$ cat config.mk
export PLATFORM = sky130hd
export DESIGN_NAME = rps_sequencer
export DESIGN_NICKNAME = d
export VERILOG_FILES = /design/src/shared/rps_pkg.sv /design/src/rps_sequencer.sv /design/src/rps_sync3.sv /design/src/rps_ms_timer.sv
export SDC_FILE = /design/constraint.sdc
export NUM_CORES = 1
export LEC_CHECK = 0
export BUFFER_PORTS_ARGS = -buffer_cell sky130_fd_sc_hd__buf_2
export CORE_ASPECT_RATIO = 2
export CORE_MARGIN = 2
export CORE_UTILIZATION = 60
export CTS_BUF_LIST = sky130_fd_sc_hd__clkbuf_4
export DETAILED_ROUTE_END_ITERATION = 7
export PLACE_DENSITY_LB_ADDON = 0.1
export SLEW_MARGIN = 10
export SYNTH_ARGS = -nofsm -noshare
export SYNTH_HDL_FRONTEND = slang
export SYNTH_SLANG_ARGS = --single-unit
$ cat constraint.sdc
create_clock -name clock -period 2.95 [get_ports clock]
set_input_delay 0.295 -clock clock [delete_from_list [all_inputs] [get_ports clock]]
set_output_delay 0.295 -clock clock [all_outputs]
set_load 0.02 [all_outputs]
$ cat src/shared/rps_pkg.sv
`default_nettype none
package rps_pkg;
  // ----------------------------------------------------------------
  // register map
  // ----------------------------------------------------------------
  localparam int ADDR_W = 8;
  localparam int DATA_W = 8;
  localparam logic [ADDR_W-1:0] ADDR_UP_ORDER  = 8'h09;
  localparam logic [ADDR_W-1:0] ADDR_UP_DELAYS = 8'h0A;
  localparam logic [ADDR_W-1:0] ADDR_DN_ORDER  = 8'h0B;
  localparam logic [ADDR_W-1:0] ADDR_DN_DELAYS = 8'h0C;
  localparam logic [ADDR_W-1:0] ADDR_STATUS    = 8'h10;
  localparam logic [DATA_W-1:0] RST_UP_ORDER   = 8'hE4;
  localparam logic [DATA_W-1:0] RST_UP_DELAYS  = 8'h55;
  localparam logic [DATA_W-1:0] RST_DN_ORDER   = 8'h1E;
  localparam logic [DATA_W-1:0] RST_DN_DELAYS  = 8'hE0;
  // ----------------------------------------------------------------
  // field layout
  // ----------------------------------------------------------------
  localparam int NUM_RAILS = 4;   // bit 3 pos gate .. bit 0 neg source
  localparam int NUM_STEPS = 4;
  localparam int FIELD_W   = 2;
  localparam int DN_SCALE_BIT = 0;
  localparam int DN_FIRST_BIT = 1;
  localparam int ST_RAILS_LSB = 0;
  localparam int ST_STEP_LSB  = 4;
  localparam int ST_BUSY_BIT  = 6;
  localparam int ST_PG_BIT    = 7;
  // ----------------------------------------------------------------
  // timing
  // ----------------------------------------------------------------
  localparam int CLK_PERIOD_NS     = 5;
  localparam int MS_NS             = 1000000;
  localparam int CYCLES_PER_MS_DEF = MS_NS / CLK_PERIOD_NS;
  localparam int UP_UNIT_MS        = 3;
  localparam int DN_FIRST_SHORT_MS = 3;
  localparam int DN_FIRST_LONG_MS  = 6;
  localparam int DN_BASE_MS        = 6;
  localparam int DN_SCALE_MUL      = 16;
  localparam int MS_W              = 10;  // holds 48 ms x 16
  // ----------------------------------------------------------------
  // types
  // ----------------------------------------------------------------
  typedef enum logic [2:0] {
    S_IDLE    = 3'h0,
    S_WAIT_PG = 3'h1,
    S_UP_WAIT = 3'h3,
    S_ON      = 3'h2,
    S_DN_WAIT = 3'h6
  } rps_state_t;
  typedef struct packed {
    logic positive_gate_rail;
    logic positive_source_rail;
    logic negative_gate_rail;
    logic negative_source_rail;
  } rps_rails_t;
  typedef struct packed {
    logic sequence_step_four;
    logic sequence_step_three;
    logic sequence_step_two;
    logic sequence_step_one;
  } rps_steps_t;
  typedef struct packed {
    logic              rd;
    logic              wr;
    logic [ADDR_W-1:0] addr;
    logic [DATA_W-1:0] wdata;
  } rps_bus_req_t;
endpackage
`default_nettype wire

$ cat src/rps_sequencer.sv
`timescale 1ns/10ps
`default_nettype none
// Summary of operation
// (RULE_01) up-order code 00..11 enables a rail at step one..four
// (RULE_02) up-order register: pos gate 7:6, pos source 5:4, neg gate 3:2, neg source 1:0
// (RULE_03) up-order resets to neg source, neg gate, pos source, pos gate
// (RULE_04) down-order code 00..11 disables a rail at step one..four
// (RULE_05) down-order register uses the same field layout as up-order
// (RULE_06) down-order resets to pos gate, pos source, neg source, neg gate
// (RULE_07) first up step waits 3/6/9/12 ms after negative power good rises
// (RULE_08) up step one to two waits 3/6/9/12 ms per bits 3:2
// (RULE_09) up step two to three waits 3/6/9/12 ms per bits 5:4
// (RULE_10) up step three to four waits 3/6/9/12 ms per bits 7:6
// (RULE_11) first down step waits 3 or 6 ms after wake goes low
// (RULE_12) down intervals 6/12/24/48 ms, times 1 or 16 by scale bit
// (RULE_13) steps go strictly ascending; rails sharing a step switch together
// (RULE_14) all fields read/write; new values apply at the next sequence
module rps_sequencer
  import rps_pkg::*;
#(
  parameter int CYCLES_PER_MS = rps_pkg::CYCLES_PER_MS_DEF
) (
  input  wire logic                 clock,       // 200 MHz system clock
  input  wire logic                 srst,        // synchronous reset, high
  input  wire rps_pkg::rps_bus_req_t bus_req,    // register strobes, address, data
  output logic [rps_pkg::DATA_W-1:0] rdata,      // read data, cycle after rd
  input  wire logic                 wake_request_input,       // wake pin
  input  wire logic                 neg_converter_power_good, // pin
  output logic                      neg_converter_enable,     // starts negative converter
  output rps_pkg::rps_rails_t       rails,       // rail enables
  output rps_pkg::rps_steps_t       steps        // one-cycle step strobes
);
  import rps_pkg::*;

  rps_state_t          state_reg;
  logic [1:0]          step_reg;
  logic [DATA_W-1:0]   power_up_order_reg, power_up_delays_reg;
  logic [DATA_W-1:0]   power_down_order_reg, power_down_delays_reg;
  logic [DATA_W-1:0]   up_order_snap, up_delays_snap;
  logic [DATA_W-1:0]   dn_order_snap, dn_delays_snap;
  logic [NUM_RAILS-1:0] rails_reg;
  logic [NUM_STEPS-1:0] steps_reg;
  logic                issued_up_reg, issued_dn_reg;
  logic [1:0]          issued_idx_reg;
  logic                wake_s, pg_s, pg_d_reg, pg_rise;
  logic                tmr_load, tmr_done;
  logic [MS_W-1:0]     tmr_ms, ms_left;
  logic                fire_up, fire_dn;

  if (CYCLES_PER_MS < 2) begin : g_bad_cpm
    $error("CYCLES_PER_MS too small");
  end

  // ----------------------------------------------------------------
  // delay decode
  // ----------------------------------------------------------------
  function automatic logic [MS_W-1:0] up_ms(input logic [1:0] code);
    up_ms = MS_W'(UP_UNIT_MS * (int'(code) + 1));
  endfunction
  function automatic logic [MS_W-1:0] dn_ms(input logic [1:0] code, input logic scale);
    dn_ms = MS_W'((DN_BASE_MS << code) * (scale ? DN_SCALE_MUL : 1));
  endfunction
  function automatic logic [MS_W-1:0] dn_first_ms(input logic long_sel);
    dn_first_ms = long_sel ? MS_W'(DN_FIRST_LONG_MS) : MS_W'(DN_FIRST_SHORT_MS);
  endfunction
  // rails whose order field names the given step
  function automatic logic [NUM_RAILS-1:0] rails_at(input logic [DATA_W-1:0] ord,
                                                    input logic [1:0] idx);
    rails_at = '0;
    for (int r = 0; r < NUM_RAILS; r++) begin
      rails_at[r] = (ord[r*FIELD_W +: FIELD_W] == idx);
    end
  endfunction

  // ----------------------------------------------------------------
  // pin synchronisers and timebase
  // ----------------------------------------------------------------
  rps_sync3 u_sync_wake (
    .clock    (clock),
    .srst     (srst),
    .async_in (wake_request_input),
    .clean    (wake_s)
  );
  rps_sync3 u_sync_pg (
    .clock    (clock),
    .srst     (srst),
    .async_in (neg_converter_power_good),
    .clean    (pg_s)
  );
  rps_ms_timer #(
    .CYCLES_PER_MS (CYCLES_PER_MS),
    .MS_W          (MS_W)
  ) u_timer (
    .clock   (clock),
    .srst    (srst),
    .load    (tmr_load),
    .load_ms (tmr_ms),
    .ms_left (ms_left),
    .done    (tmr_done)
  );

  // power-good edge, taken from the filtered level only
  always_ff @(posedge clock) begin
    if (srst) begin
      pg_d_reg <= 1'b0;
    end else begin
      pg_d_reg <= pg_s;
    end
  end
  assign pg_rise = pg_s & ~pg_d_reg;

  // ----------------------------------------------------------------
  // register writes
  // ----------------------------------------------------------------
  // software copies; the sequence runs from snapshots, except the first power-down delay, read from power_down_delays_reg
  always_ff @(posedge clock) begin
    if (srst) begin
      power_up_order_reg    <= RST_UP_ORDER;   // see RULE_03
      power_up_delays_reg   <= RST_UP_DELAYS;
      power_down_order_reg  <= RST_DN_ORDER;   // see RULE_06
      power_down_delays_reg <= RST_DN_DELAYS;
    end else if (bus_req.wr) begin
      case (bus_req.addr)  // see RULE_14
        ADDR_UP_ORDER:  power_up_order_reg    <= bus_req.wdata;  // see RULE_02
        ADDR_UP_DELAYS: power_up_delays_reg   <= bus_req.wdata;
        ADDR_DN_ORDER:  power_down_order_reg  <= bus_req.wdata;  // see RULE_05
        ADDR_DN_DELAYS: power_down_delays_reg <= bus_req.wdata;
        default: ;
      endcase
    end
  end

  // ----------------------------------------------------------------
  // register reads
  // ----------------------------------------------------------------
  // unmapped addresses read zero
  always_ff @(posedge clock) begin
    if (srst) begin
      rdata <= '0;
    end else if (bus_req.rd) begin
      case (bus_req.addr)
        ADDR_UP_ORDER:  rdata <= power_up_order_reg;
        ADDR_UP_DELAYS: rdata <= power_up_delays_reg;
        ADDR_DN_ORDER:  rdata <= power_down_order_reg;
        ADDR_DN_DELAYS: rdata <= power_down_delays_reg;
        ADDR_STATUS: begin
          rdata <= '0;
          rdata[ST_RAILS_LSB +: NUM_RAILS] <= rails_reg;
          rdata[ST_STEP_LSB +: 2]          <= step_reg;
          rdata[ST_BUSY_BIT] <= (state_reg != S_IDLE) && (state_reg != S_ON);
          rdata[ST_PG_BIT]   <= pg_s;
        end
        default: rdata <= '0;
      endcase
    end else begin
      rdata <= '0;
    end
  end

  // ----------------------------------------------------------------
  // sequence control
  // ----------------------------------------------------------------
  assign fire_up = (state_reg == S_UP_WAIT) && tmr_done && wake_s;
  assign fire_dn = (state_reg == S_DN_WAIT) && tmr_done;

  // timer load requests, decoded from the same conditions as the fsm
  always_comb begin
    tmr_load = 1'b0;
    tmr_ms   = '0;
    case (state_reg)
      S_WAIT_PG: begin
        if (wake_s && pg_rise) begin
          tmr_load = 1'b1;
          tmr_ms   = up_ms(up_delays_snap[0 +: FIELD_W]);  // see RULE_07
        end
      end
      S_UP_WAIT: begin
        if (!wake_s) begin
          tmr_load = 1'b1;
          tmr_ms   = dn_first_ms(power_down_delays_reg[DN_FIRST_BIT]);  // see RULE_11
        end else if (fire_up && step_reg != 2'(NUM_STEPS - 1)) begin
          // see RULE_08, see RULE_09, see RULE_10
          tmr_load = 1'b1;
          tmr_ms   = up_ms(up_delays_snap[(int'(step_reg) + 1) * FIELD_W +: FIELD_W]);
        end
      end
      S_ON: begin
        if (!wake_s) begin
          tmr_load = 1'b1;
          tmr_ms   = dn_first_ms(power_down_delays_reg[DN_FIRST_BIT]);  // see RULE_11
        end
      end
      S_DN_WAIT: begin
        if (fire_dn && step_reg != 2'(NUM_STEPS - 1)) begin
          tmr_load = 1'b1;  // see RULE_12
          tmr_ms   = dn_ms(dn_delays_snap[(int'(step_reg) + 1) * FIELD_W +: FIELD_W],
                           dn_delays_snap[DN_SCALE_BIT]);
        end
      end
      default: ;
    endcase
  end

  // main state machine; a wake drop mid power-up turns straight into power-down
  always_ff @(posedge clock) begin
    if (srst) begin
      state_reg            <= S_IDLE;
      step_reg             <= '0;
      neg_converter_enable <= 1'b0;
    end else begin
      case (state_reg)
        S_IDLE: begin
          if (wake_s) begin
            neg_converter_enable <= 1'b1;
            state_reg            <= S_WAIT_PG;
          end
        end
        S_WAIT_PG: begin
          if (!wake_s) begin
            neg_converter_enable <= 1'b0;
            state_reg            <= S_IDLE;
          end else if (pg_rise) begin
            step_reg  <= '0;
            state_reg <= S_UP_WAIT;
          end
        end
        S_UP_WAIT: begin
          if (!wake_s) begin
            step_reg  <= '0;
            state_reg <= S_DN_WAIT;
          end else if (fire_up) begin
            // strictly ascending steps
            if (step_reg == 2'(NUM_STEPS - 1)) begin
              state_reg <= S_ON;
            end else begin
              step_reg <= step_reg + 2'd1;  // see RULE_13
            end
          end
        end
        S_ON: begin
          if (!wake_s) begin
            step_reg  <= '0;
            state_reg <= S_DN_WAIT;
          end
        end
        S_DN_WAIT: begin
          // a wake return is ignored until the fourth down step has fired
          if (fire_dn) begin
            if (step_reg == 2'(NUM_STEPS - 1)) begin
              neg_converter_enable <= 1'b0;
              state_reg            <= S_IDLE;
            end else begin
              step_reg <= step_reg + 2'd1;  // see RULE_13
            end
          end
        end
        default: begin
          state_reg <= S_IDLE;
        end
      endcase
    end
  end

  // snapshots freeze settings for the whole sequence
  always_ff @(posedge clock) begin
    if (srst) begin
      up_order_snap  <= RST_UP_ORDER;
      up_delays_snap <= RST_UP_DELAYS;
      dn_order_snap  <= RST_DN_ORDER;
      dn_delays_snap <= RST_DN_DELAYS;
    end else begin
      if (state_reg == S_IDLE && wake_s) begin
        up_order_snap  <= power_up_order_reg;   // see RULE_14
        up_delays_snap <= power_up_delays_reg;
      end
      if ((state_reg == S_UP_WAIT || state_reg == S_ON) && !wake_s) begin
        dn_order_snap  <= power_down_order_reg; // see RULE_14
        dn_delays_snap <= power_down_delays_reg;
      end
    end
  end

  // ----------------------------------------------------------------
  // rail and strobe outputs
  // ----------------------------------------------------------------
  for (genvar r = 0; r < NUM_RAILS; r++) begin : g_rail
    // every rail matching the step switches on the same edge
    always_ff @(posedge clock) begin
      if (srst) begin
        rails_reg[r] <= 1'b0;
      end else if (fire_up && up_order_snap[r*FIELD_W +: FIELD_W] == step_reg) begin
        rails_reg[r] <= 1'b1;  // see RULE_01, see RULE_13
      end else if (fire_dn && dn_order_snap[r*FIELD_W +: FIELD_W] == step_reg) begin
        rails_reg[r] <= 1'b0;  // see RULE_04, see RULE_13
      end
    end
  end

  always_ff @(posedge clock) begin
    if (srst) begin
      steps_reg      <= '0;
      issued_up_reg  <= 1'b0;
      issued_dn_reg  <= 1'b0;
      issued_idx_reg <= '0;
    end else begin
      steps_reg      <= (fire_up || fire_dn) ? NUM_STEPS'(1) << step_reg : '0;
      issued_up_reg  <= fire_up;
      issued_dn_reg  <= fire_dn;
      issued_idx_reg <= step_reg;
    end
  end

  assign rails = rps_rails_t'(rails_reg);
  assign steps = rps_steps_t'(steps_reg);
endmodule // rps_sequencer
`default_nettype wire

$ cat src/rps_sync3.sv
`timescale 1ns/10ps
`default_nettype none
module rps_sync3 (
  input  wire logic clock,  // system clock
  input  wire logic srst,   // synchronous reset
  input  wire logic async_in, // pin level
  output logic      clean     // filtered level
);
  logic f1_reg, f2_reg, f3_reg;
  // ----------------------------------------------------------------
  // three-stage capture, second and third must agree
  // ----------------------------------------------------------------
  always_ff @(posedge clock) begin
    if (srst) begin
      f1_reg <= 1'b0;
      f2_reg <= 1'b0;
      f3_reg <= 1'b0;
      clean  <= 1'b0;
    end else begin
      f1_reg <= async_in;
      f2_reg <= f1_reg;
      f3_reg <= f2_reg;
      // agreement filter stops a single metastable sample leaking out
      if (f2_reg == f3_reg) begin
        clean <= f3_reg;
      end
    end
  end
endmodule // rps_sync3
`default_nettype wire

$ cat src/rps_ms_timer.sv
`timescale 1ns/10ps
`default_nettype none
module rps_ms_timer #(
  parameter int CYCLES_PER_MS = 200000,
  parameter int MS_W          = 10
) (
  input  wire logic            clock,   // system clock
  input  wire logic            srst,    // synchronous reset
  input  wire logic            load,    // restart with load_ms
  input  wire logic [MS_W-1:0] load_ms, // delay in milliseconds
  output logic      [MS_W-1:0] ms_left, // milliseconds still to run
  output logic                 done     // one-cycle pulse at expiry
);
  localparam int PW = $clog2(CYCLES_PER_MS);
  localparam logic [PW-1:0] PRES_MAX = PW'(CYCLES_PER_MS - 1);
  logic [PW-1:0] pres_reg;
  if (CYCLES_PER_MS < 2) begin : g_bad_cpm
    $error("CYCLES_PER_MS must be at least 2");
  end
  // ----------------------------------------------------------------
  // prescaler restarts on load so each delay is exact in cycles
  // ----------------------------------------------------------------
  always_ff @(posedge clock) begin
    if (srst) begin
      pres_reg <= '0;
      ms_left  <= '0;
      done     <= 1'b0;
    end else begin
      done <= 1'b0;
      if (load) begin
        pres_reg <= PRES_MAX;
        ms_left  <= load_ms;
      end else if (ms_left != '0) begin
        if (pres_reg == '0) begin
          pres_reg <= PRES_MAX;
          ms_left  <= ms_left - MS_W'(1);
          done     <= (ms_left == MS_W'(1));
        end else begin
          pres_reg <= pres_reg - PW'(1);
        end
      end
    end
  end
endmodule // rps_ms_timer
`default_nettype wire

==> metrics.txt <==
Static Leakage=2.42 nW; register area share after synthesis=42.4%; FF+latch count, synth=123; Slew headroom=30.2%; Post-route DRC=0; core box area=9380 um^2; CTS tree=yes; non-filler instance count after layout=843; Worst Path Required=3400 ps; CTS Buf Count=17; worst skew pair latency=520 ps; placed cell count=806; clock root buffer=clkbuf_4; max_cap viols=0; antenna violations before repair=1; final worst-path cycle share=85.9%; CP Capture Type=register; Die Wd=73.6 um; Clock Skew=9.11 ps; Detailed Route WL=15.4 mm; Final Slew Violations=0; flop2flop setup slack=420 ps; Max Root-Sink Buffers=2; crit path DAT=2990 ps; Area growth, synth to finish=9.94%; RSZ-0062 raised after global routing=no; vias in the first global route=5184; setup tns final=0 ps; share of cells above drive strength 1=13.8%; Synth Cell Area=5810 um^2; final setup vio count=0; gr ovfl total=0; die area=10500 um^2; clock-pin transition on the worst setup and hold timing paths=110 ps; Die Ht=143 um; ANT nets after route=0; post-CTS sizing=0; critical path class=reg -> reg; largest net degree at the start of global routing=49; Synth Flop Type=dfxtp_1; wire per inst=18.3 um; Peak VDD IR=0.472 mV; power per cell area=797 nW/um^2; Tmin final=2530 ps; slew of the pin with the lowest slew margin=1040 ps; Largest register FFs=18; status=finished clean; first-pass GRT wire length=24.9 mm; IO Count=39; IO buf count=38; via/cell ratio=6.17; crit start category=register; area leader, netlist=dfxtp_1; CTS H-tree depth=4; clock sinks=123; post-synth net total=726; Hold WS=37.9 ps; Synth async-reset ratio=0%; Initial Utilization=61.9%; Hold Path Class=in -> reg; Final Hold Fails=0; HPWL reported at the end of detailed placement=11.2 mm; Synth top area share=42.4%; routed via count=5204; synth top area cells=dfxtp_1 (42%), nand2_1 (8.8%), a21oi_1 (5.9%); Fmax=0.395 GHz; gp weighted congestion=0.929; Pre-Repair DR Iteration Count=6; synthesized netlist cell count=690; Final Util=68.0%; Mapped Avg Cell Area=8.41 um^2; maximum net fanout on the critical path=12; initial drt markers=311; total track usage=31.1%; num rows=50; Layout Nets=761; Post-synth EDFFs=0; warnings from Yosys=0; Synth cell types=60
-- worst max-delay path, stage by stage (launching register included) --
cell	delay [ps]
dfxtp_1	340
inv_1	110
ha_1	180
or3b_2	570
nor4_4	370
or4_4	280
and2_1	240
nand2b_1	200
a21oi_1	160
-- cells by family after synthesis --
family / Yosys count / share of synthesized area (%)
simple gates: 310 / 27.7
buf+inv: 53 / 3.77
xor+xnor: 40 / 6.03
fa+ha+maj: 14 / 3.02
compound gates: 141 / 15.6
other cells: 1 / 0.0646
flops: 123 / 42.4
mux: 8 / 1.38
-- cells in the mapped netlist (all sizes together), types with 2 or more instances --
cell	number
a211o	8
a211oi	3
a21o	2
a21oi	69
a221oi	5
a222oi	5
a22o	4
a22oi	4
a31oi	8
a32oi	4
and2	5
and3	11
and3b	2
buf	9
clkbuf	30
dfxtp	123
ha	14
inv	14
mux2i	8
nand2	136
nand2b	6
nand3	29
nand3b	24
nand4	3
nand4b	4
nor2	36
nor2b	10
nor3	14
nor3b	4
nor4	10
o211ai	3
o21a	3
o21ai	15
o22ai	2
or2	3
or3	3
or4	7
xnor2	31
xor2	9
-- per-stage QoR --
step                setup WS [ps]  total power, mW  cell area (um^2)
CTS                           433             5.09              6370
global route                  251             5.37              6380
global placement              551             3.85              6060
finish                        415             5.09              6380
detailed placement            451             3.91              6060
floorplan                     542             3.57              5810
-- cell usage in the layout, fill, tap and decap left out, types with 5 or more instances in the layout --
cell	n
nand2_1	136
dfxtp_1	123
a21oi_1	69
buf_2	38
nor2_1	35
xnor2_1	31
nand3_1	29
nand3b_1	24
clkbuf_4	18
inv_1	14
ha_1	14
o21ai_0	13
nor3_1	13
buf_4	13
and3_1	11
nor2b_1	10
xor2_1	9
mux2i_1	8
a31oi_1	8
a211o_1	8
nand2b_1	6
nor4_1	6
and2_1	5
a222oi_1	5
clkinvlp_4	5
-- metal layers --
| layer | wire (um) | global-route usage (%) | vias up |
|---|---|---|---|
| met1 | 5280 | 29.9 | 2461 |
| met4 | 957 | 21.6 | 0 |
| met2 | 8490 | 55.6 | 193 |
| li1 | - | - | 2493 |
| met5 | 0 | 0 | - |
| met3 | 664 | 7.20 | 57 |
-- worst paths after layout --
kind	end	depth (start not counted)	from
max	u_timer.pres_reg[6]	8	u_timer.ms_left[1]
max reg2reg	u_timer.pres_reg[6]	8	u_timer.ms_left[1]
min	power_up_delays_reg[4]	3	bus_req[4]
min reg2reg	u_sync_wake.f2_reg	1	u_sync_wake.f1_reg
-- area by class of cell --
| cell class | instances | area (um^2) |
|---|---|---|
| Multi-Input combinational cell | 514 | 3120 |
| Fill cell | 813 | 3000 |
| Sequential cell | 123 | 2460 |
| Timing Repair Buffer | 55 | 328 |
| Clock inverter | 14 | 148 |
| Clock buffer | 18 | 135 |
| Tap cell | 104 | 130 |
| Inverter | 14 | 52.6 |
| Antenna cell | 1 | 2.50 |
-- where the power goes --
| part | leakage [nW] | switching, mW | total [mW] | internal, mW |
|---|---|---|---|---|
| logic | 1.28 | 1.06 | 1.91 | 0.857 |
| registers | 0.996 | 0.184 | 1.99 | 1.81 |
| clock network | 0.141 | 0.668 | 1.18 | 0.513 |
| total | 2.42 | 1.91 | 5.09 | 3.18 |
-- repair_timing --
action	CTS	global route
buffers inserted	0	0
hold buffers	3	1
endpoints found under the hold margin	3	1
No activity file was read; power rests on OpenSTA's default activity.
